[src/shared/board_timers_map.vh]
// Register map, field positions, reset values and timing counts
// for the board watchdog and timers block.
// Assumes a 10 MHz system clock and word-aligned APB byte addresses.
`ifndef BOARD_TIMERS_MAP_VH
`define BOARD_TIMERS_MAP_VH

// ----------------------------------------------------------------
// Register offsets
// ----------------------------------------------------------------
`define WD_CTRL_OFS 12'h000
`define WD_RESTART_OFS 12'h004
`define WD_TIMEOUT_OFS 12'h008
`define WD_STATUS_OFS 12'h00c
`define LDT_HOLD_OFS 12'h010
`define LDT_CTRL_OFS 12'h014
`define LDT_COUNT_OFS 12'h018
`define PRT_CTRL_OFS 12'h01c
`define TMR_STATUS_OFS 12'h020
`define TMR_IRQ_EN_OFS 12'h024

// ----------------------------------------------------------------
// Field positions
// ----------------------------------------------------------------
`define WD_CTRL_RUN_BIT 0
`define WD_CTRL_RESET_MODE_BIT 1
`define WD_STAT_HW_EN_BIT 0
`define WD_STAT_RUN_BIT 1
`define WD_STAT_NMI_BIT 2
`define LDT_CTRL_START_BIT 0
`define PRT_CTRL_EN_BIT 3
`define TMR_STAT_LDT_BIT 0
`define TMR_STAT_PRT_BIT 1

// ----------------------------------------------------------------
// Reset values and keys
// ----------------------------------------------------------------
`define WD_TIMEOUT_RST 32'h000f_4240
`define WD_RESTART_KEY 32'h0000_5a5a
`define BOARD_RESET_PULSE_CYC 16

// ----------------------------------------------------------------
// Periodic rates in Hz, and the clock they divide
// ----------------------------------------------------------------
`define SYS_CLK_HZ 10000000
`define PRT_RATE_0_HZ 100
`define PRT_RATE_1_HZ 200
`define PRT_RATE_2_HZ 500
`define PRT_RATE_3_HZ 1000
`define PRT_RATE_4_HZ 2000
`define PRT_RATE_5_HZ 5000
`define PRT_RATE_6_HZ 10000

`endif

[src/design/board_watchdog_and_timers.v]
// Board watchdog, long-duration timer and periodic rate timer,
// reached over APB. Assumes an APB master on the system clock and
// that wd_hw_enable_i is a board strap level synchronous to it.
`timescale 1ns/1ps
`include "board_timers_map.vh"

module board_watchdog_and_timers #(
    parameter RESET_PULSE_CYC = `BOARD_RESET_PULSE_CYC
) (
    // Clock and reset
    input wire sys_clk_i,
    input wire reset_i,
    // APB slave
    input wire psel_i,
    input wire penable_i,
    input wire pwrite_i,
    input wire [11:0] paddr_i,
    input wire [31:0] pwdata_i,
    output wire pready_o,
    output wire pslverr_o,
    output reg [31:0] prdata_o,
    // Board strap
    input wire wd_hw_enable_i,
    // Board outputs
    output reg nmi_o,
    output reg board_reset_o,
    output reg timer_irq_o
);

    // ------------------------------------------------------------
    // Bus decode
    // ------------------------------------------------------------
    wire acc = psel_i && penable_i;
    wire wr = acc && pwrite_i;
    wire rd = acc && !pwrite_i;

    function mapped;
        input [11:0] a;
        begin
            case (a)
                `WD_CTRL_OFS, `WD_RESTART_OFS, `WD_TIMEOUT_OFS,
                `WD_STATUS_OFS, `LDT_HOLD_OFS, `LDT_CTRL_OFS,
                `LDT_COUNT_OFS, `PRT_CTRL_OFS, `TMR_STATUS_OFS,
                `TMR_IRQ_EN_OFS: mapped = 1'b1;
                default: mapped = 1'b0;
            endcase
        end
    endfunction

    function hit_wr;
        input [11:0] ofs;
        begin
            hit_wr = wr && paddr_i == ofs;
        end
    endfunction

    assign pready_o = 1'b1;
    assign pslverr_o = acc && !mapped(paddr_i);

    // ------------------------------------------------------------
    // Registers
    // ------------------------------------------------------------
    reg wd_run_r;
    reg wd_reset_mode_r;
    reg [31:0] wd_timeout_r;
    reg [31:0] wd_count_r;
    reg wd_nmi_seen_r;
    reg [31:0] ldt_hold_r;
    reg [31:0] ldt_count_r;
    reg ldt_run_r;
    reg [2:0] prt_rate_r;
    reg prt_en_r;
    reg ldt_flag_r;
    reg prt_flag_r;
    reg [1:0] irq_en_r;
    reg [7:0] rst_cnt_r;
    wire prt_tick;
    wire ldt_roll = ldt_run_r && ldt_count_r == 32'h0000_0000;
    wire wd_kick = hit_wr(`WD_RESTART_OFS) &&
        pwdata_i == `WD_RESTART_KEY;
    wire wd_active = wd_run_r && wd_hw_enable_i;
    wire wd_expire = wd_active && wd_count_r == 32'h0000_0000 &&
        !wd_kick;

    rate_divider u_rate_divider (
        .sys_clk_i(sys_clk_i),
        .reset_i(reset_i),
        .enable_i(prt_en_r),
        .rate_sel_i(prt_rate_r),
        .tick_o(prt_tick)
    );

    // ------------------------------------------------------------
    // Watchdog
    // ------------------------------------------------------------
    always @(posedge sys_clk_i or posedge reset_i) begin
        if (reset_i) begin
            wd_run_r <= 1'b0;
            wd_reset_mode_r <= 1'b0;
            wd_timeout_r <= `WD_TIMEOUT_RST;
            wd_count_r <= `WD_TIMEOUT_RST;
            wd_nmi_seen_r <= 1'b0;
            nmi_o <= 1'b0;
            board_reset_o <= 1'b0;
            rst_cnt_r <= 8'h00;
        end else begin
            if (hit_wr(`WD_CTRL_OFS)) begin
                wd_run_r <= pwdata_i[`WD_CTRL_RUN_BIT];
                wd_reset_mode_r <= pwdata_i[`WD_CTRL_RESET_MODE_BIT];
            end
            if (hit_wr(`WD_TIMEOUT_OFS)) begin
                wd_timeout_r <= pwdata_i;
            end
            // Reload on expiry too, so one expiry gives one action
            if (!wd_active || wd_kick || wd_expire) begin
                wd_count_r <= wd_timeout_r;
            end else if (wd_count_r != 32'h0000_0000) begin
                wd_count_r <= wd_count_r - 32'h0000_0001;
            end
            if (wd_expire && !wd_reset_mode_r) begin
                nmi_o <= 1'b1;
                wd_nmi_seen_r <= 1'b1;
            end else if (wd_kick || !wd_active) begin
                nmi_o <= 1'b0;
            end
            if (hit_wr(`WD_STATUS_OFS) && pwdata_i[`WD_STAT_NMI_BIT] &&
                !(wd_expire && !wd_reset_mode_r)) begin
                wd_nmi_seen_r <= 1'b0;
            end
            if (wd_expire && wd_reset_mode_r) begin
                rst_cnt_r <= RESET_PULSE_CYC[7:0];
                board_reset_o <= 1'b1;
            end else if (rst_cnt_r != 8'h00) begin
                rst_cnt_r <= rst_cnt_r - 8'h01;
                board_reset_o <= rst_cnt_r != 8'h01;
            end
        end
    end

    // ------------------------------------------------------------
    // Long-duration and periodic timers
    // ------------------------------------------------------------
    always @(posedge sys_clk_i or posedge reset_i) begin
        if (reset_i) begin
            ldt_hold_r <= 32'h0000_0000;
            ldt_count_r <= 32'h0000_0000;
            ldt_run_r <= 1'b0;
            prt_rate_r <= 3'h0;
            prt_en_r <= 1'b0;
            ldt_flag_r <= 1'b0;
            prt_flag_r <= 1'b0;
            irq_en_r <= 2'h0;
            timer_irq_o <= 1'b0;
        end else begin
            if (hit_wr(`LDT_HOLD_OFS)) begin
                ldt_hold_r <= pwdata_i;
            end
            if (hit_wr(`LDT_CTRL_OFS)) begin
                ldt_run_r <= pwdata_i[`LDT_CTRL_START_BIT];
                ldt_count_r <= ldt_hold_r;
            end else if (ldt_roll) begin
                ldt_count_r <= ldt_hold_r;
            end else if (ldt_run_r) begin
                ldt_count_r <= ldt_count_r - 32'h0000_0001;
            end
            if (hit_wr(`PRT_CTRL_OFS)) begin
                prt_rate_r <= pwdata_i[2:0] > 3'h6 ? 3'h6 : pwdata_i[2:0];
                prt_en_r <= pwdata_i[`PRT_CTRL_EN_BIT];
            end
            if (hit_wr(`TMR_IRQ_EN_OFS)) begin
                irq_en_r <= pwdata_i[1:0];
            end
            // Write one to clear; a new roll-over wins
            if (ldt_roll) begin
                ldt_flag_r <= 1'b1;
            end else if (hit_wr(`TMR_STATUS_OFS) &&
                pwdata_i[`TMR_STAT_LDT_BIT]) begin
                ldt_flag_r <= 1'b0;
            end
            if (prt_tick) begin
                prt_flag_r <= 1'b1;
            end else if (hit_wr(`TMR_STATUS_OFS) &&
                pwdata_i[`TMR_STAT_PRT_BIT]) begin
                prt_flag_r <= 1'b0;
            end
            timer_irq_o <= |({prt_flag_r, ldt_flag_r} & irq_en_r);
        end
    end

    // ------------------------------------------------------------
    // Read data
    // ------------------------------------------------------------
    always @(posedge sys_clk_i or posedge reset_i) begin
        if (reset_i) begin
            prdata_o <= 32'h0000_0000;
        end else if (psel_i && !penable_i && !pwrite_i) begin
            case (paddr_i)
                `WD_CTRL_OFS: prdata_o <= {30'h0, wd_reset_mode_r, wd_run_r};
                `WD_TIMEOUT_OFS: prdata_o <= wd_timeout_r;
                `WD_STATUS_OFS: prdata_o <= {29'h0, wd_nmi_seen_r,
                    wd_active, wd_hw_enable_i};
                `LDT_HOLD_OFS: prdata_o <= ldt_hold_r;
                `LDT_CTRL_OFS: prdata_o <= {31'h0, ldt_run_r};
                `LDT_COUNT_OFS: prdata_o <= ldt_count_r;
                `PRT_CTRL_OFS: prdata_o <= {28'h0, prt_en_r, prt_rate_r};
                `TMR_STATUS_OFS: prdata_o <= {30'h0, prt_flag_r,
                    ldt_flag_r};
                `TMR_IRQ_EN_OFS: prdata_o <= {30'h0, irq_en_r};
                default: prdata_o <= 32'h0000_0000;
            endcase
        end
    end

    wire unused_rd = rd;

endmodule // board_watchdog_and_timers

[src/design/rate_divider.v]
// Periodic rate divider: one-cycle tick at the selected rate.
// Assumes the system clock in the map header and a 3-bit rate code.
`timescale 1ns/1ps
`include "board_timers_map.vh"

module rate_divider (
    // Clock and reset
    input wire sys_clk_i,
    input wire reset_i,
    // Control
    input wire enable_i,
    input wire [2:0] rate_sel_i,
    // Tick out
    output reg tick_o
);

    // ------------------------------------------------------------
    // Period lookup
    // ------------------------------------------------------------
    function [16:0] period_of;
        input [2:0] sel;
        reg [31:0] full;
        begin
            case (sel)
                3'h0: full = `SYS_CLK_HZ / `PRT_RATE_0_HZ;
                3'h1: full = `SYS_CLK_HZ / `PRT_RATE_1_HZ;
                3'h2: full = `SYS_CLK_HZ / `PRT_RATE_2_HZ;
                3'h3: full = `SYS_CLK_HZ / `PRT_RATE_3_HZ;
                3'h4: full = `SYS_CLK_HZ / `PRT_RATE_4_HZ;
                3'h5: full = `SYS_CLK_HZ / `PRT_RATE_5_HZ;
                default: full = `SYS_CLK_HZ / `PRT_RATE_6_HZ;
            endcase
            period_of = full[16:0];
        end
    endfunction

    reg [16:0] count_r;
    reg [2:0] sel_r;

    // ------------------------------------------------------------
    // Counter; restarts on rate change or disable
    // ------------------------------------------------------------
    always @(posedge sys_clk_i or posedge reset_i) begin
        if (reset_i) begin
            count_r <= 17'h00000;
            sel_r <= 3'h0;
            tick_o <= 1'b0;
        end else begin
            sel_r <= rate_sel_i;
            tick_o <= 1'b0;
            if (!enable_i || sel_r != rate_sel_i) begin
                count_r <= 17'h00000;
            end else if (count_r == period_of(rate_sel_i) - 17'h00001) begin
                count_r <= 17'h00000;
                tick_o <= 1'b1;
            end else begin
                count_r <= count_r + 17'h00001;
            end
        end
    end

endmodule // rate_divider

[config.mk]
export PLATFORM = sky130hd
export DESIGN_NAME = board_watchdog_and_timers
export DESIGN_NICKNAME = d
export VERILOG_FILES = /design/src/design/board_watchdog_and_timers.v /design/src/design/rate_divider.v
export VERILOG_INCLUDE_DIRS = /design/src /design/src/shared
export SDC_FILE = /design/constraint.sdc
export NUM_CORES = 1
export LEC_CHECK = 0
export ABC_AREA = 0
export BUFFER_PORTS_ARGS = -buffer_cell sky130_fd_sc_hd__buf_2
export CAP_MARGIN = 20
export CELL_PAD_IN_SITES_DETAIL_PLACEMENT = 1
export CELL_PAD_IN_SITES_GLOBAL_PLACEMENT = 1
export CORE_MARGIN = 10
export CORE_UTILIZATION = 39
export CTS_CLUSTER_DIAMETER = 40
export DETAILED_ROUTE_END_ITERATION = 12
export PLACE_DENSITY_LB_ADDON = 0.1
export SYNTH_ARGS = -nofsm -noshare
export SYNTH_HDL_FRONTEND = slang
export SYNTH_SLANG_ARGS = --single-unit
[constraint.sdc]
create_clock -name sys_clk_i -period 8.96 [get_ports sys_clk_i]
set_input_delay 1.792 -clock sys_clk_i [delete_from_list [all_inputs] [get_ports sys_clk_i]]
set_output_delay 1.792 -clock sys_clk_i [all_outputs]
set_load 0.01 [all_outputs]
==> impl_metrics.yaml, run 1 <==
run_status:
  status: "finished, final reports clean"
pwr:
  p_leak_nw: 5.43
  peakVddDrop_mv: 0.138
  power_density_nw_per_um2: 197
critical_path:
  worst-setup-path-type: "in2out"
  reg2reg_slack_ns: 5.22
  start_kind: "primary input"
  r2r-end: "board_reset_o"
  startpoint: "paddr_i[1]"
  cp.required_ns: 7.17
  cp_max_fo: 7
  r2r-start: "wd_count_r[0]"
  cp.arrival_ns: 3.16
  r2r_cells: 8
  cp-end-kind: "output pin"
timing:
  fin_worst_skew_ns: 0.0121
  period_share_pct: 55.2
  setup_tns_ns: 0
  maxSlewHeadroom_pct: 33.5
  rsz0062_at_grt: "false"
  setup_viol: 0
  worst_slew_pin_slew_ns: 0.997
  finalHoldViolations: 0
  fin_crit_ns: 4.95
  fmax_mhz: 202
  drv_slew: 0
yosys:
  async_flop_share_pct: 100
  syn_area_per_cell_um2: 9.99
  syn_area_um2: 10400
  yosysTopAreaCell: "dfrtp_1"
  syn_nets: 1095
  synth_seq_cells: 204
  yosysWarnings: 0
  ys_top_cells_by_count: "dfrtp_1, nand2_1, nor2_1"
  netlist_instances: 1040
  synth.area.top_cells: "dfrtp_1, mux2_2, nand2_1"
  synth_top_flop_cell: "dfrtp_1"
  synth_top_area_share_pct: 45.8
  synth_edf_count: 0
  seq_area_frac_synth_pct: 49.3
  synth.most_common_cell: "dfrtp_1"
  ys_types: 75
place:
  dp_cells: 1403
  dp.final_hpwl_um: 21900
  numPortBuffers: 85
  place.gp.congestion: 0.813
cts:
  h-tree-depth: 2
  cts_sinks: 204
  cts_resized: 0
  clk_pin_slew_ns: 0.05
  cts_tree: "yes"
  clk_latency_ns: 0.51
  clockBufferDepth: 3
  postCtsSetupRepairBufs: 0
  numCtsBuffers: 40
  holdBufCountCts: 0
  cts-root-buf: "clkbuf_16"
global_route:
  grt_pass1_vias: 9014
  grt_max_degree: 133
  grt_use_total_pct: 19.2
  grt_overflow: 0
  antenna_found_initial: 0
  grt_pass1_wl_um: 51900
route:
  drc: 0
  viasPerCell: 5.76
  wl_per_cell_um: 21.8
  first_iter_violations: 640
  vias: 8492
  wirelength_um: 32100
  drt_first_pass_iters: 6
  ant_nets: 0
cells_and_area:
  finalCoreUtilization_pct: 47.1
  final_cell_count_no_fill: 1475
  n_antenna_cell: 0
  fin_nets: 1165
  drive_gt1_share_pct: 22.8
  area_growth_pct: 18.4
  fillerInstances: 2968
floorplanning:
  core_area_um2: 26100
  die_h_um: 183
  die_w_um: 183
  die_area_um2: 33600
  initial_utilization_pct: 39.8
  row_count: 59
  boundaryPins: 87
hold_path:
  worstHoldStart: "u_rate_divider.tick_o"
  min_to: "prt_flag_r"
  min_path_cells: 1
  min_path_type: "reg2reg"
run:
  drv_cap: 0
power by group:
part	switching (mW)	internal, mW	leakage (nW)	total [mW]
Combinational	0.0436	0.0148	2.09	0.0584
Clock	0.505	0.932	0.637	1.44
Sequential	0.00151	0.925	2.70	0.927
Total	0.550	1.87	5.43	2.42
cell families after synthesis:
family,share of synthesized area [%]
and+or+nand+nor,19.5
muxes,8.08
AOI/OAI and AO/OA,14.4
buffers and inverters,3.67
xor gates and xnor gates,4.38
DFF,49.3
other,0.0361
adders and majority gates,0.602
flip-flops by register name (all words and copies together) (netlist names), 2 cells and up:
register	cells
ldt_count_r	32
ldt_hold_r	32
prdata_o	32
wd_count_r	32
wd_timeout_r	32
u_rate_divider.count_r	17
rst_cnt_r	8
prt_rate_r	3
u_rate_divider.sel_r	3
irq_en_r	2
critical path, cell delays in order:
cell      delay [ns]
buf_2           0.10
nor4_2          0.55
nand3_1         0.20
o21bai_1        0.21
and3_1          0.18
buf_2           0.13
per-stage QoR:
| step | instance area, um2 | hold WS (ns) | power (mW) | setup WS, ns |
|---|---|---|---|---|
| floorplan | 10400 | 0.352 | 0.969 | 1.62 |
| CTS | 12300 | 0.432 | 2.45 | 4.00 |
| finish | 12300 | 0.428 | 2.42 | 4.01 |
| global route | 12300 | 0.441 | 2.51 | 3.84 |
| global placement | 11000 | 0.411 | 1.00 | 4.02 |
| detailed placement | 11000 | 0.421 | 1.00 | 4.00 |
final cells by class:
| class | instances | area (um2) | area share (%) |
|---|---|---|---|
| clock buffer | 51 | 1100 | 8.98 |
| multi-input combinational | 756 | 4910 | 40.0 |
| tap | 335 | 419 | 3.41 |
| inverter | 16 | 67.6 | 0.549 |
| clock inverter | 21 | 193 | 1.57 |
| sequential | 204 | 5120 | 41.6 |
| timing repair buffer | 92 | 478 | 3.89 |
worst max-delay path by stage:
stage                          endpoint  slack (ns)  depth (start not counted)
final                         pslverr_o        4.01                          6
after global routing          pslverr_o        3.84                          6
after global placement        pslverr_o        4.02                          6
after CTS                     pslverr_o        4.00                          6
after detailed placement      pslverr_o        4.00                          6
after floorplan           board_reset_o        1.62                          1
cell usage in the layout (no fill, tap or decap), drive strengths merged, types with 5 or more instances in the layout:
| cell | n |
|---|---|
| nor3b | 5 |
| buf | 92 |
| o31ai | 9 |
| nor4 | 25 |
| a31oi | 12 |
| xor2 | 16 |
| and3 | 10 |
| and2 | 6 |
| mux2 | 71 |
| a22o | 5 |
| dfstp | 14 |
| clkbuf | 51 |
| clkinv | 13 |
| ha | 5 |
| nor2 | 102 |
| dfrtp | 190 |
| nand2b | 9 |
| o21ai | 55 |
| nand4 | 11 |
| nor4b | 8 |
| nor3 | 33 |
| or3 | 19 |
| xnor2 | 36 |
| a222oi | 28 |
| inv | 19 |
| a21oi | 57 |
| nand2 | 109 |
| o22ai | 6 |
| or4 | 14 |
| nand3 | 31 |
| a211oi | 6 |
per-layer routing:
metal | GRT usage, % | part of all wire [%] | up-vias
met3 | 3.24 | 3.8 | 46
met4 | 5.61 | 2.1 | 0
met5 | 0 | 0 | -
met1 | 25.5 | 46 | 4311
li1 | - | - | 3989
met2 | 31.5 | 48 | 146
No activity file was read; power rests on OpenSTA's default activity.
==> run 2: changes to the inputs <==
ABC_AREA = 1   (was 0)
clock period = 4.15 ns   (was 8.96 ns; I/O delays follow)
==> run 2 against run 1 <==
- hold slack lost 0.20 ns
- via count grew 27%
- critical path type unchanged
- non-clock buffer count rose by 5
- setup slack worse by 2.8 ns
- combinational power grew to 8.3 times the previous value
- register-to-register slack got worse by 3.6 ns
- global-route usage up 2.6 points
- first-iteration DRC count fell by 7.7%
- final area is 12% higher
- sequential cell count is the same
==> impl_metrics.yaml, run 2 <==
run_status:
  status: "finished, final reports clean"
cells_and_area:
  layout_common_cells: "nand2_1, nor2_1, dfrtp_1"
  drive_gt1_share_pct: 13.4
  fillerInstances: 3757
  area_growth_pct: 18.9
  finalCoreUtilization_pct: 46.7
  n_antenna_cell: 0
  regArea_um2: 5120
  fin_nets: 1738
  final_cell_area_um2: 13800
  multi_input_area_um2: 5490
  layout_commonest_cell: "nand2_1"
timing:
  setup_viol: 0
  maxSlewHeadroom_pct: 33.3
  drv_slew: 0
  fin_worst_skew_ns: 0.0225
  fmax_mhz: 342
  worst_slew_pin_slew_ns: 0.999
  setup_tns_ns: 0
  rsz0062_at_grt: "false"
  finalHoldViolations: 0
  period_share_pct: 70.4
  holdWs_ns: 0.224
  fin_crit_ns: 2.92
critical_path:
  max_stage_delay_ns: 0.35
  critPathBufInv: 2
  worst-setup-path-type: "in2out"
  cp_top_family: "simple AND/OR/NAND/NOR gates"
  cp-end-kind: "output pin"
  start_kind: "primary input"
  cp_cell_sequence: "buf_2, nor2_1, and2_2, nand2_2, nor2_1, nor3_1, nand3_1, nor2_1, buf_2"
  crit_top_cell: "nor2_1"
  cp.required_ns: 3.32
  crit_slowest_cell: "and2_2"
  cp.arrival_ns: 2.09
  cp_max_fo: 17
place:
  dp.final_hpwl_um: 29300
  post_dp_cell_area_um2: 12300
  numPortBuffers: 85
  place.gp.congestion: 0.910
cts:
  postCtsSetupRepairBufs: 0
  h-tree-depth: 2
  holdBufCountCts: 0
  numCtsBuffers: 39
  cts_sinks: 204
  cts-root-buf: "clkbuf_16"
  cts_resized: 0
  clk_pin_slew_ns: 0.05
  clk_latency_ns: 0.53
  cts_tree: "yes"
  clockBufferDepth: 3
floorplanning:
  die_h_um: 192
  die_w_um: 192
  initial_utilization_pct: 39.3
  boundaryPins: 87
  row_count: 63
  core_area_um2: 29500
  die_area_um2: 37000
route:
  ant_nets: 0
  drc: 0
  vias: 10822
  viasPerCell: 5.14
  wl_per_cell_um: 18.9
  first_iter_violations: 591
  drt_first_pass_iters: 5
  wirelength_um: 39800
global_route:
  grt_overflow: 0
  grt_pass1_vias: 11500
  grt_max_degree: 101
  grt_pass1_wl_um: 63700
  grt_use_total_pct: 21.8
  antenna_found_initial: 0
pwr:
  p_sw_mw: 1.56
  p_int_mw: 4.41
  power_density_nw_per_um2: 434
  pwr-share-seq_pct: 36.3
  p_leak_nw: 6.90
  combPwrFrac_pct: 8.1
  switching_share_pct: 26.2
  pwr-share-clk_pct: 55.6
  peakVddDrop_mv: 0.342
yosys:
  seq_area_frac_synth_pct: 44.3
  syn_nets: 1657
  yosysWarnings: 0
  synth.area.top_cells: "dfrtp_1, nand2_1, o21ai_0"
  synth.most_common_cell: "nand2_1"
  synth_seq_cells: 204
  async_flop_share_pct: 100
  ys_top_cells_by_count: "nand2_1, nor2_1, dfrtp_1"
  synth_edf_count: 0
  ys_types: 38
  syn_area_um2: 11600
  yosysTopAreaCell: "dfrtp_1"
  netlist_instances: 1602
  synth_top_flop_cell: "dfrtp_1"
  synth_top_area_share_pct: 41.1
  syn_area_per_cell_um2: 7.22
run:
  drv_cap: 0
hold_path:
  min_path_type: "in2async"
[run 2: changes by cell type in the layout (fill, tap and decap cells not counted), sizes merged, moves of 28 or more]
cell | previous run | this run
nand2 | 109 | 450
mux2 | 71 | 0
o21ai | 55 | 188
nor2 | 102 | 243
a222oi | 28 | 0
a21oi | 57 | 11
nand3 | 31 | 152
inv | 19 | 180
[run 2: cell families after synthesis]
group / count (synthesis) / synth area share (%)
xor+xnor: 65 / 4.92
buf+inv: 232 / 8.36
fa+ha+maj: 5 / 0.541
simple gates: 889 / 32.7
compound gates: 206 / 9.19
flops: 204 / 44.3
other cells: 1 / 0.0324
[run 2: through the flow]
stage                     total power [mW]  worst slack [ns]  cells
after floorplan                       2.53             0.687   1602
after global routing                  6.23              1.13   2104
after global placement                2.67              1.12   2028
after CTS                             6.04              1.25   2101
after detailed placement              2.68              1.08   2029
final                                 5.97              1.23   2104
[run 2: final timing paths]
| path | from | to | slack (ns) | depth (start not counted) |
|---|---|---|---|---|
| hold reg to reg | u_rate_divider.tick_o | prt_flag_r | 0.44 | 2 |
| max in group asynchronous | reset_i | ldt_count_r[31] | 3.09 | 3 |
| min in group sys_clk_i | u_rate_divider.tick_o | prt_flag_r | 0.44 | 2 |
| hold / removal | reset_i | rst_cnt_r[2] | 0.22 | 2 |
| setup / recovery | paddr_i[11] | pslverr_o | 1.23 | 9 |
| setup reg to reg | wd_count_r[0] | wd_count_r[9] | 1.63 | 7 |
[run 2: power groups by stage]
stage                     sequential (mW)  clock (mW)  combinational [mW]
after global routing                 2.18        3.48               0.566
after floorplan                      2.17           0               0.354
after CTS                            2.16        3.39               0.491
after detailed placement             2.20           0               0.486
after global placement               2.20           0               0.472
final                                2.16        3.32               0.484
[run 2: routing by layer]
| metal | global-route usage, % | part of all wire, % |
|---|---|---|
| met4 | 8.02 | 3.4 |
| met3 | 3.22 | 4.4 |
| met2 | 36.3 | 48 |
| met5 | 0 | 0 |
| met1 | 28.0 | 44 |
[run 2: layout make-up]
| cell class | count | share of cell area [%] |
|---|---|---|
| clock buffers | 49 | 7.95 |
| clock inverters | 23 | 2.16 |
| inverters | 175 | 4.80 |
| multi-input cells | 1166 | 39.9 |
| flip-flops and latches | 204 | 37.2 |
| well taps | 390 | 3.55 |
| repair buffers | 97 | 4.40 |
==> run 3: changes to the inputs <==
clock period = 2.5 ns   (was 4.15 ns; I/O delays follow)
==> run 3 against run 2 <==
- global-route usage grew 0.65 points
- combinational power increased by 71%
- final area up 1.5%
- non-clock buffer count up 24
- register-to-register slack got worse by 1.3 ns
- first-iteration DRC count increased by 10%
- via count rose by 1.8%
- count of clock-buffer cells in the layout shrank 6
- sequential power rose by 66%
- utilization up 0.72 points
- sequential cell count unchanged
- critical path type unchanged
==> impl_metrics.yaml, run 3 (same netlist as run 2, synthesis figures left out) <==
run_status:
  status: "finished, final reports clean"
pwr:
  power_mw: 10.1
  p_leak_nw: 7.04
  power_density_nw_per_um2: 725
  peakVddDrop_mv: 0.503
timing:
  setup_tns_ns: 0
  maxSlewHeadroom_pct: 59.3
  finalHoldViolations: 0
  fmax_mhz: 446
  fin_worst_skew_ns: 0.0178
  period_share_pct: 89.7
  worst_slack_ns: 0.257
  fin_crit_ns: 2.24
  worst_slew_pin_slew_ns: 0.607
  drv_slew: 0
  rsz0062_at_grt: "false"
  setup_viol: 0
route:
  drc: 0
  first_iter_violations: 653
  wirelength_um: 40700
  ant_nets: 0
  wl_per_cell_um: 19.1
  viasPerCell: 5.18
  drt_first_pass_iters: 5
  vias: 11013
critical_path:
  setup.worst_path.end: "pslverr_o"
  cp.depth: 8
  startpoint: "paddr_i[9]"
  r2r-end: "ldt_count_r[22]"
  cp.arrival_ns: 1.74
  cp-end-kind: "output pin"
  cp.required_ns: 2.00
  crit_slowest_cell: "buf_4"
  reg2reg_slack_ns: 0.31
  worst-setup-path-type: "in2out"
  max_stage_delay_ns: 0.29
  cp_max_fo: 21
  cp_top_family: "simple AND/OR/NAND/NOR gates"
  cp_cell_sequence: "buf_2, nor2_1, and2_2, buf_4, nand3_1, nand3_1, nor2_1, buf_2"
  start_kind: "primary input"
  critPathBufInv: 3
  r2r_cells: 10
  r2r-start: "ldt_count_r[0]"
floorplanning:
  initial_utilization_pct: 39.3
  row_count: 63
  die_w_um: 192
  die_area_um2: 37000
  boundaryPins: 87
  core_area_um2: 29500
  die_h_um: 192
hold_path:
  min_path_type: "in2async"
cts:
  cts_sinks: 204
  postCtsSetupRepairBufs: 0
  h-tree-depth: 2
  clk_latency_ns: 0.53
  cts_tree: "yes"
  holdBufCountCts: 0
  cts-root-buf: "clkbuf_16"
  clockBufferDepth: 3
  numCtsBuffers: 40
  clk_pin_slew_ns: 0.06
place:
  numPortBuffers: 85
  dp.final_hpwl_um: 30800
  place_ws_ns: 0.160
  place.gp.congestion: 0.889
  dp_cells: 2056
cells_and_area:
  layout_common_cells: "nand2_1, nor2_1, dfrtp_1"
  n_antenna_cell: 0
  fin_nets: 1763
  layout_commonest_cell: "nand2_1"
  finalCoreUtilization_pct: 47.4
  fillerInstances: 3730
  area_growth_pct: 20.7
  drive_gt1_share_pct: 14.6
  final_cell_count_no_fill: 2128
global_route:
  grt_pass1_wl_um: 65600
  antenna_found_initial: 0
  grt_use_total_pct: 22.4
  grt_overflow: 0
  grt_pass1_vias: 11734
  grt_max_degree: 65
run:
  drv_cap: 0
==> run 3: cell count changes in the layout (fill, tap and decap cells not counted) <==
cell	change
buf_16	-2
clkinv_4	+2
clkinvlp_4	-3
nand4_2	-1
clkbuf_8	-8
nand4_4	+1
inv_6	+1
clkbuf_16	+2
clkinv_8	-2
clkinv_2	+5
buf_12	+3
bufinv_16	+3
buf_4	+23
==> run 3: area by class of cell <==
class                   instances  area (um2)  share of cell area [%]
multi-input cells            1166        5500                    39.4
flip-flops and latches        204        5120                    36.7
clock buffers                  43        1030                    7.40
repair buffers                121         783                    5.61
inverters                     175         661                    4.73
well taps                     390         488                    3.49
clock inverters                29         384                    2.75
==> run 3: layer usage <==
layer | track usage, % | up-vias | part of all wire (%)
met5 | 0 | - | 0
met2 | 37.4 | 216 | 48
li1 | - | 5294 | -
met1 | 28.7 | 5434 | 45
met4 | 8.47 | 0 | 3.6
met3 | 3.49 | 69 | 3.9
==> run 3: how the worst min path moves through the flow <==
| stage | startpoint | end | slack (ns) | cells after the start |
|---|---|---|---|---|
| final | reset_i | wd_count_r[11] | 0.008 | 2 |
| after global routing | reset_i | wd_count_r[7] | 0.04 | 2 |
| after CTS | reset_i | wd_count_r[7] | 0.006 | 2 |
| after detailed placement | u_rate_divider.tick_o | prt_flag_r | 0.44 | 2 |
| after global placement | u_rate_divider.tick_o | prt_flag_r | 0.42 | 2 |
| after floorplan | prt_rate_r[0] | u_rate_divider.sel_r[0] | 0.35 | 0 |
==> run 3: repair_timing <==
item,4_1_cts,5_1_grt
resized for setup,0,1
endpoints found under the setup margin,0,3
hold endpoints to repair,0,0
==> run 3: metrics by stage <==
stage / hold slack, ns / instance area, um2
floorplan: 0.355 / 11600
global placement: 0.419 / 12500
detailed placement: 0.436 / 12500
CTS: 0.00590 / 14000
global route: 0.0392 / 14000
finish: 0.00809 / 14000
==> run 3: power breakdown <==
group          switching (mW)  internal (mW)  leakage (nW)
Clock                    1.95           3.76         0.697
Combinational           0.513          0.316          3.73
Sequential              0.149           3.44          2.61
Total                    2.61           7.52          7.04
